## config.mk

```make
export PLATFORM = sky130hd
export DESIGN_NAME = gocal_dev_flat
export DESIGN_NICKNAME = d
export VERILOG_FILES = /design/src/pkg/gocal_pkg.sv /design/src/pkg/gocal_if.sv /design/src/hdl/gocal_dev.sv /design/src/hdl/gocal_sync.sv /design/src/flat_wrapper.sv
export SDC_FILE = /design/constraint.sdc
export NUM_CORES = 1
export LEC_CHECK = 0
export BUFFER_PORTS_ARGS = -buffer_cell sky130_fd_sc_hd__buf_4
export CORE_MARGIN = 4
export CORE_UTILIZATION = 55
export DETAILED_ROUTE_END_ITERATION = 12
export PLACE_DENSITY = 0.9
export SYNTH_ARGS = -nofsm -noshare
export SYNTH_HDL_FRONTEND = slang
export SYNTH_SLANG_ARGS = --single-unit
export TNS_END_PERCENT = 30
```

## constraint.sdc

```tcl
create_clock -name clk_sys -period 4.1 [get_ports clk_sys]
set_input_delay 0.41 -clock clk_sys [delete_from_list [all_inputs] [get_ports clk_sys]]
set_output_delay 0.41 -clock clk_sys [all_outputs]
set_load 0.01 [all_outputs]
```

## src/pkg/gocal_pkg.sv

```systemverilog
// Purpose: shared constants and types for gain and offset calibration control
// Assumes: 32-bit register words, bit 0 is the first bit shifted
// Notes: register indices and field positions of the device map
`default_nettype none
package gocal_pkg;
    localparam int REG_W           = 32;
    localparam logic [2:0] REG_IDX_READBACK = 3'h0;
    localparam logic [2:0] REG_IDX_GAIN     = 3'h1;
    localparam logic [2:0] REG_IDX_CAL      = 3'h2;
    // register 1 fields
    localparam int GAIN_LSB        = 12;
    localparam int GAIN_W          = 5;
    localparam int FILT_R_BIT      = 25;
    localparam int FILT_C_BIT      = 26;
    localparam int MULT_BIT        = 28;
    localparam int OSC_TEST_BIT    = 29;
    // register 2 fields
    localparam int CAL_START_BIT   = 5;
    localparam int MAN_I_LSB       = 6;
    localparam int MAN_Q_LSB       = 14;
    localparam int DAC_RANGE_LSB   = 22;
    localparam int CAL_SEL_BIT     = 24;
    localparam int DIV_LSB         = 25;
    localparam int CLK_SEL_BIT     = 28;
    localparam int TRIM_LSB        = 29;
    // readback fields
    localparam int RB_Q_LSB        = 16;
    localparam int RB_I_LSB        = 24;
    // values
    localparam logic [4:0] GAIN_MAX       = 5'h18;
    localparam logic [7:0] OFFSET_HALF    = 8'h80;
    localparam logic [2:0] TRIM_DEFAULT   = 3'h3;
    localparam logic [3:0] CAL_CYCLES     = 4'h9;
    localparam int         CAL_STEP_LAST  = 8;
    localparam int         PIN_SYNC_W     = 2;
    // host local port addresses
    localparam logic [3:0] HOST_ADDR_REG1 = 4'h0;
    localparam logic [3:0] HOST_ADDR_REG2 = 4'h4;
    localparam logic [3:0] HOST_ADDR_STAT = 4'h8;
    localparam logic [3:0] HOST_ADDR_PINS = 4'hC;
endpackage
`default_nettype wire

```

## src/pkg/gocal_if.sv

```systemverilog
// Purpose: link between host controller and calibration control end
// Assumes: one clock; register words transferred whole
// Notes: register-level abstraction of the serial path
`timescale 1ns/1ps
`default_nettype none
interface gocal_if;
    logic        wr_en;
    logic [2:0]  wr_idx;
    logic [31:0] wr_data;
    logic [2:0]  fast_gain_pins;
    logic [31:0] readback_word;
    logic        readback_pin;
    modport dev  (input wr_en, input wr_idx, input wr_data, input fast_gain_pins,
                  output readback_word, output readback_pin);
    modport host (output wr_en, output wr_idx, output wr_data, output fast_gain_pins,
                  input readback_word, input readback_pin);
endinterface
`default_nettype wire

```

## src/hdl/gocal_dev.sv

```systemverilog
// Purpose: device end: gain word forming and dc-offset calibration sequencing
// Assumes: oscillator and serial clock arrive as levels, sampled here
// Notes: offset result comes from an external comparator per step
//
// Added by the designer: the register addresses and the plain strobed port.
`timescale 1ns/1ps
`default_nettype none
module gocal_dev #(
    parameter int DIV_BASE_LOG2 = 7
) (
    input  wire logic        clk_sys,
    input  wire logic        rst_b,
    gocal_if.dev             link,
    input  wire logic        osc_clk_in,
    input  wire logic        ser_clk_in,
    input  wire logic        i_cmp_high,
    input  wire logic        q_cmp_high,
    output logic [4:0]       effective_gain_word,
    output logic [7:0]       i_dac_code,
    output logic [7:0]       q_dac_code,
    output logic [1:0]       offset_dac_range,
    output logic [2:0]       osc_trim,
    output logic             detector_filter_r,
    output logic             detector_filter_c,
    output logic             cal_busy
);
    typedef struct packed {
        logic [31:0] reg1;
        logic [31:0] reg2;
        logic [7:0]  i_offset_code;
        logic [7:0]  q_offset_code;
        logic [10:0] div_cnt;
        logic [3:0]  cal_step;
        logic        clk_prev;
    } gocal_dev_type;
    gocal_dev_type st_r;
    gocal_dev_type st_nxt;
    logic [2:0]  pins_s;
    logic [1:0]  clk_s;
    logic        cal_clk;
    logic [10:0] div_last;
    logic [5:0]  reduction;
    logic [5:0]  gain_ext;
    logic [7:0]  bit_mask;
    logic [1:0]  cmp_s;
    gocal_sync #(.W(3)) u_pin_sync (
        .clk_sys (clk_sys),
        .rst_b   (rst_b),
        .d       (link.fast_gain_pins),
        .q       (pins_s)
    );
    gocal_sync #(.W(2)) u_clk_sync (
        .clk_sys (clk_sys),
        .rst_b   (rst_b),
        .d       ({osc_clk_in, ser_clk_in}),
        .q       (clk_s)
    );
    // comparator levels synchronised
    gocal_sync #(.W(2)) u_cmp_sync (
        .clk_sys (clk_sys),
        .rst_b   (rst_b),
        .d       ({i_cmp_high, q_cmp_high}),
        .q       (cmp_s)
    );
    assign cal_clk = st_r.reg2[gocal_pkg::CLK_SEL_BIT] ? clk_s[1] : clk_s[0];
    assign div_last = 11'((11'h1 << (DIV_BASE_LOG2 + int'(st_r.reg2[gocal_pkg::DIV_LSB +: 3]))) - 11'h1);
    assign reduction = st_r.reg1[gocal_pkg::MULT_BIT] ? {2'h0, pins_s, 1'b0} : {3'h0, pins_s};
    assign gain_ext  = {1'b0, st_r.reg1[gocal_pkg::GAIN_LSB +: gocal_pkg::GAIN_W]};
    always_comb
    begin
        if (gain_ext > reduction)
            effective_gain_word = 5'(gain_ext - reduction);
        else
            effective_gain_word = 5'h0;
    end
    assign bit_mask = 8'h80 >> st_r.cal_step;
    always_comb
    begin
        st_nxt          = st_r;
        st_nxt.clk_prev = cal_clk;
        if (link.wr_en && link.wr_idx == gocal_pkg::REG_IDX_GAIN)
            st_nxt.reg1 = link.wr_data;
        if (link.wr_en && link.wr_idx == gocal_pkg::REG_IDX_CAL)
        begin
            st_nxt.reg2 = link.wr_data;
            // manual codes accepted with cal-select 0
            if (!link.wr_data[gocal_pkg::CAL_SEL_BIT])
            begin
                st_nxt.i_offset_code = link.wr_data[gocal_pkg::MAN_I_LSB +: 8];
                st_nxt.q_offset_code = link.wr_data[gocal_pkg::MAN_Q_LSB +: 8];
            end
            if (link.wr_data[gocal_pkg::CAL_START_BIT] && !st_r.reg2[gocal_pkg::CAL_START_BIT])
            begin
                st_nxt.cal_step      = 4'h0;
                st_nxt.div_cnt       = 11'h0;
                st_nxt.i_offset_code = gocal_pkg::OFFSET_HALF;
                st_nxt.q_offset_code = gocal_pkg::OFFSET_HALF;
            end
        end
        else if (st_r.reg2[gocal_pkg::CAL_START_BIT] && cal_clk && !st_r.clk_prev)
        begin
            if (st_r.div_cnt == div_last)
            begin
                st_nxt.div_cnt = 11'h0;
                // nine steps: eight bit trials then finish
                if (st_r.cal_step < 4'(gocal_pkg::CAL_STEP_LAST))
                begin
                    if (cmp_s[1])
                        st_nxt.i_offset_code = st_r.i_offset_code & ~bit_mask;
                    if (cmp_s[0])
                        st_nxt.q_offset_code = st_r.q_offset_code & ~bit_mask;
                    if (st_r.cal_step < 4'(gocal_pkg::CAL_STEP_LAST - 1))
                    begin
                        st_nxt.i_offset_code[7 - st_r.cal_step - 1] = 1'b1;
                        st_nxt.q_offset_code[7 - st_r.cal_step - 1] = 1'b1;
                    end
                    st_nxt.cal_step = st_r.cal_step + 4'h1;
                end
                else
                begin
                    st_nxt.reg2[gocal_pkg::CAL_START_BIT] = 1'b0;
                    st_nxt.cal_step = 4'h0;
                end
            end
            else
                st_nxt.div_cnt = st_r.div_cnt + 11'h1;
        end
    end
    always_ff @(posedge clk_sys or negedge rst_b)
    begin
        if (!rst_b)
        begin
            st_r      <= '0;
            st_r.reg2 <= 32'(gocal_pkg::TRIM_DEFAULT) << gocal_pkg::TRIM_LSB;
            st_r.i_offset_code <= gocal_pkg::OFFSET_HALF;
            st_r.q_offset_code <= gocal_pkg::OFFSET_HALF;
        end
        else
            st_r <= st_nxt;
    end
    assign i_dac_code = st_r.i_offset_code;
    assign q_dac_code = st_r.q_offset_code;
    assign offset_dac_range = st_r.reg2[gocal_pkg::DAC_RANGE_LSB +: 2];
    assign osc_trim = st_r.reg2[gocal_pkg::TRIM_LSB +: 3];
    assign detector_filter_r = st_r.reg1[gocal_pkg::FILT_R_BIT];
    assign detector_filter_c = st_r.reg1[gocal_pkg::FILT_C_BIT];
    assign cal_busy = st_r.reg2[gocal_pkg::CAL_START_BIT];
    assign link.readback_word = {st_r.i_offset_code, st_r.q_offset_code, 16'h0};
    assign link.readback_pin = st_r.reg1[gocal_pkg::OSC_TEST_BIT] ? clk_s[1] : 1'b0;
endmodule
`default_nettype wire

```

## src/hdl/gocal_sync.sv

```systemverilog
// Purpose: two-stage synchroniser for a bus of pin levels
// Assumes: inputs come from another clock domain
// Notes: first stage feeds only the second
`timescale 1ns/1ps
`default_nettype none
module gocal_sync #(
    parameter int W = 3
) (
    input  wire logic         clk_sys,
    input  wire logic         rst_b,
    input  wire logic [W-1:0] d,
    output var  logic [W-1:0] q
);
    typedef struct packed {
        logic [W-1:0] s1;
        logic [W-1:0] s2;
    } gocal_sync_type;
    gocal_sync_type st_r;
    gocal_sync_type st_nxt;
    always_comb
    begin
        st_nxt    = st_r;
        st_nxt.s1 = d;
        st_nxt.s2 = st_r.s1;
    end
    always_ff @(posedge clk_sys or negedge rst_b)
    begin
        if (!rst_b)
            st_r <= '0;
        else
            st_r <= st_nxt;
    end
    assign q = st_r.s2;
endmodule
`default_nettype wire

```

## src/flat_wrapper.sv

```systemverilog
// flat-port wrapper written by rule: the top's interface ports become plain ports
module gocal_dev_flat 
#(
    parameter int DIV_BASE_LOG2 = 7
)
  (clk_sys, rst_b, osc_clk_in, ser_clk_in, i_cmp_high, q_cmp_high, effective_gain_word, i_dac_code, q_dac_code, offset_dac_range, osc_trim, detector_filter_r, detector_filter_c, cal_busy, link_wr_en, link_wr_idx, link_wr_data, link_fast_gain_pins, link_readback_word, link_readback_pin);
  gocal_if link_i ();
  input  wire logic clk_sys;
  input  wire logic rst_b;
  input  wire logic osc_clk_in;
  input  wire logic ser_clk_in;
  input  wire logic i_cmp_high;
  input  wire logic q_cmp_high;
  output logic [4:0] effective_gain_word;
  output logic [7:0] i_dac_code;
  output logic [7:0] q_dac_code;
  output logic [1:0] offset_dac_range;
  output logic [2:0] osc_trim;
  output logic detector_filter_r;
  output logic detector_filter_c;
  output logic cal_busy;
  input wire logic [$bits(link_i.wr_en)-1:0] link_wr_en;
  input wire logic [$bits(link_i.wr_idx)-1:0] link_wr_idx;
  input wire logic [$bits(link_i.wr_data)-1:0] link_wr_data;
  input wire logic [$bits(link_i.fast_gain_pins)-1:0] link_fast_gain_pins;
  output wire logic [$bits(link_i.readback_word)-1:0] link_readback_word;
  output wire logic [$bits(link_i.readback_pin)-1:0] link_readback_pin;
  assign link_i.wr_en = link_wr_en;
  assign link_i.wr_idx = link_wr_idx;
  assign link_i.wr_data = link_wr_data;
  assign link_i.fast_gain_pins = link_fast_gain_pins;
  assign link_readback_word = link_i.readback_word;
  assign link_readback_pin = link_i.readback_pin;
  gocal_dev #(.DIV_BASE_LOG2(DIV_BASE_LOG2)) u_core (.clk_sys(clk_sys), .rst_b(rst_b), .link(link_i), .osc_clk_in(osc_clk_in), .ser_clk_in(ser_clk_in), .i_cmp_high(i_cmp_high), .q_cmp_high(q_cmp_high), .effective_gain_word(effective_gain_word), .i_dac_code(i_dac_code), .q_dac_code(q_dac_code), .offset_dac_range(offset_dac_range), .osc_trim(osc_trim), .detector_filter_r(detector_filter_r), .detector_filter_c(detector_filter_c), .cal_busy(cal_busy));
endmodule
```

==> metrics.md <==
| Metric | Value |
|---|---|
| Outcome | `finished clean` |
| Die height | `between 90 and 100 µm` |
| Cell Area, Synth | `roughly 0.0043 mm²` |
| Routed Antenna Nets | `0` |
| FF+latch count, synth | `between 60 and 70` |
| Ordered list of cells on the worst path | `clkinv_1 > nand3_1 > ha_1 > nor4bb_1 > nand3_1 > nor4_1 > a311oi_1 > a221oi_1` |
| Critical R2R Capture | `u_core.i_dac_code[2]` |
| Initial cell density of the core | `a little under three fifths` |
| Hold-fix buffer count after cts | `0` |
| Clock Latency Late Sink | `360 ps` |
| Synthesis-to-layout area growth | `14.1%` |
| Proportion of synthesized chip area in sequential cells | `between 30% and 40%` |
| Classification of the worst-slack hold path | `primary input to async pin` |
| Crit. End Element | `flip-flop` |
| Data arrival time of the critical path | `3420 ps` |
| Critical path class | `flip-flop to flip-flop` |
| Commonest cells after routing, fill and taps aside | `sky130_fd_sc_hd__buf_4 (90), sky130_fd_sc_hd__nand2_1 (64), sky130_fd_sc_hd__dfrtp_1 (61)` |
| Clock slew seen by the registers of the worst setup and hold paths | `80 ps` |
| Worst-path cell with the longest stage delay | `sky130_fd_sc_hd__dfrtp_1` |
| Total DRC errors in the routed layout | `0` |
| Half-perimeter wire length of the detailed placement result | `between 7000 and 8000 µm` |
| Count of placed standard cells including taps | `620` |
| Std-Cell Rows | `32` |
| Maximum level of the CTS H-tree | `3` |
| Leftover overflow at the end of global routing | `0` |
| MaxCap Viol Count | `0` |
| Sinks on the clock net | `65` |
| Post-synthesis area per instance | `just under 9 µm²` |
| Met3 track demand over resource | `under 10%` |
| Net count of the finished layout | `591` |
| Wire length reported by the detailed router | `roughly 11000 µm` |
| DR vias/cell | `6.09` |
| Most crowded layer after global routing | `met2` |
| Number of standard cells after synthesis | `roughly 490` |
| Share of layout cells above drive strength 1 | `between 20% and 30%` |
| Antenna cell count | `0` |
| Final hold vios | `0` |
| Wire length of the first global-routing pass | `~18000 µm` |
| Clock Tree Root | `sky130_fd_sc_hd__clkbuf_8` |
| Synth Warn # | `0` |
| Final Wtd Congestion | `approximately 0.95` |
| Period minus WS final | `about 3200 ps` |
| Number of different library cells in the post-synthesis netlist | `59` |
| Slowest Stage Delay on Critical Path | `between 500 and 600 ps` |
| Static leakage | `2.29 nW` |
| Most frequent standard cell in the layout excluding fill and tap cells | `sky130_fd_sc_hd__buf_4` |
| Max VDD drop | `about 0.00032 V` |
| Number of placed I/O pins | `107` |
| Tcrit/Tclk final | `77.1%` |
| Slew Viols, Final | `0` |
| TritonRoute pass-1 iters | `5` |
| Cells on worst reg2reg path | `8` |
| Highest clock rate | `about 0.32 GHz` |
| Non-filler cells, final | `approximately 640` |
| Buffers inserted by post-CTS timing repair | `0` |
| Core ar. | `between 0.007 and 0.008 mm²` |
| Data required time at the worst endpoint | `about 4400 ps` |
| Count of endpoints failing setup in the final report | `0` |
| Number of cells upsized or downsized after cts | `0` |
| Total negative slack for setup checks | `0 ps` |
| Met2 track demand over resource in global routing | `~39%` |
| Fin Clk Skew | `15.2 ps` |
| RSZ-0062 raised after global routing | `false` |
| Total clock buffers created by CTS | `9` |
| Largest net degree at the start of global routing | `66` |
| Hold Slack | `~150 ps` |
| Kind of start point of the critical path | `flip-flop` |
| Vias in the first global route | `~3800` |
| Maximum fanout count along the critical path | `13` |
| Worst rel slew slack | `between 10% and 20%` |
| Starting DRT DRC Count | `approximately 440` |
| Internal reg-to-reg setup slack | `roughly 940 ps` |
| Vias after detailed routing | `3872` |
| Actual slew at the worst max-slew pin | `1230 ps` |
| Flip-flop cell with the highest count after synthesis | `sky130_fd_sc_hd__dfrtp_1` |
| Number of buffers on the longest clock path | `2` |
| Input/output buffers | `85` |
| Routed len/inst | `17.5 µm` |
| Ratio of total power to cell area | `464 mW/mm²` |
| Aggregate global-route resource usage | `between 20% and 30%` |
| Die Width | `a little under 100 µm` |
| Post-synth ARST share | `100%` |
| R2R Path Start | `u_core.st_r[4]` |
| Die outline area | `between 0.009 and 0.01 mm²` |
| Antenna violations before repair | `0` |
| CTS tree | `yes` |
| EDFF count, synth | `0` |
| Met1 Usage GRT | `between 20 and 30%` |
| Critical Path Most Common Cell | `sky130_fd_sc_hd__nand3_1` |
==> critical path, delay by kind of cell, from the launching register on <==
kind,cells,cell delay (ps)
AOI/OAI and AO/OA,2,360
buffers and inverters,1,440
and+or+nand+nor,4,1430
adders and majority gates,1,250
DFF,1,590
==> worst max-delay path by stage <==
stage / cells after the start / startpoint / slack [ps] / endpoint
floorplan: 7 / u_core.st_r[92] / 1790 / effective_gain_word[3]
global placement: 8 / u_core.st_r[4] / 1100 / u_core.i_dac_code[2]
CTS: 8 / u_core.st_r[4] / 930 / u_core.i_dac_code[2]
detailed placement: 8 / u_core.st_r[4] / 950 / u_core.i_dac_code[2]
finish: 8 / u_core.st_r[4] / 940 / u_core.i_dac_code[2]
global route: 8 / u_core.st_r[4] / 620 / u_core.i_dac_code[2]
==> flip-flops by register name, indices dropped and copies added, names as in the netlist, 3 cells and up <==
name	cells
u_core.u_pin_sync.q	3
u_core.i_dac_code	8
u_core.st_r	22
u_core.gain_ext	5
u_core.osc_trim	3
u_core.q_dac_code	8
u_core.u_pin_sync.st_nxt	3
==> power by group <==
group	switching [mW]	leakage, nW	internal, mW
Clock	0.267	0.115	0.374
Combinational	0.429	1.39	0.368
Sequential	0.112	0.783	0.743
Total	0.807	2.29	1.49
==> logic make-up (layout without fill, tap and decap cells) <==
family / after synthesis / in the layout / synth area share, %
other: 2 / 18 / 0.174
multiplexers: 12 / 12 / 3.01
adder cells (fa/ha/maj): 17 / 17 / 5.09
flip-flops: 65 / 65 / 37.7
buffers and inverters: 104 / 133 / 14.0
AO/OA/AOI/OAI: 103 / 103 / 17.2
XOR/XNOR: 12 / 12 / 2.43
AND/OR/NAND/NOR: 174 / 174 / 20.4
==> layout make-up <==
cell class                 instances  area (µm²)
clock buffer                      11         151
clock inverter                     5        77.6
fill                             624        2750
inverter                          27         101
multi-input combinational        336        2170
sequential                        65        1630
tap                              102         128
timing repair buffer              90         676
==> per-stage QoR <==
stage / cell area (µm²) / utilization, % / worst slack, ps / power, mW
floorplan: 4390 / - / 1790 / 1.41
global placement: 4710 / 61.2 / 1100 / 1.60
detailed placement: 4710 / 61.2 / 954 / 1.64
CTS: 4940 / 64.2 / 929 / 2.28
global route: 4940 / 64.2 / 624 / 2.41
finish: 4940 / 64.2 / 939 / 2.29
==> routing by layer <==
metal	share of wire, %	wire [µm]
met5	0	0
met4	1.9	206
met3	8.7	962
met2	50	5540
met1	40	4400
==> cells in the mapped netlist, drive strengths merged, types with 4 or more instances <==
cell type | n | area (µm²)
mux2i | 4 | 40.0
nor3 | 8 | 55.1
ha | 16 | 200
nor2b | 6 | 37.5
mux2 | 8 | 90.1
nor4bb | 4 | 40.0
a311oi | 19 | 166
o21ai | 21 | 105
nand2 | 64 | 240
nand2b | 6 | 37.5
nor2 | 29 | 109
nand3 | 24 | 120
buf | 58 | 430
nor4 | 4 | 25.0
inv | 26 | 97.6
a21oi | 24 | 120
xor2 | 5 | 43.8
xnor2 | 7 | 61.3
nand4 | 5 | 31.3
dfrtp | 61 | 1530
dfstp | 4 | 105
a221oi | 14 | 123
clkbuf | 19 | 72.6
Power figures use the tool's default switching activity.
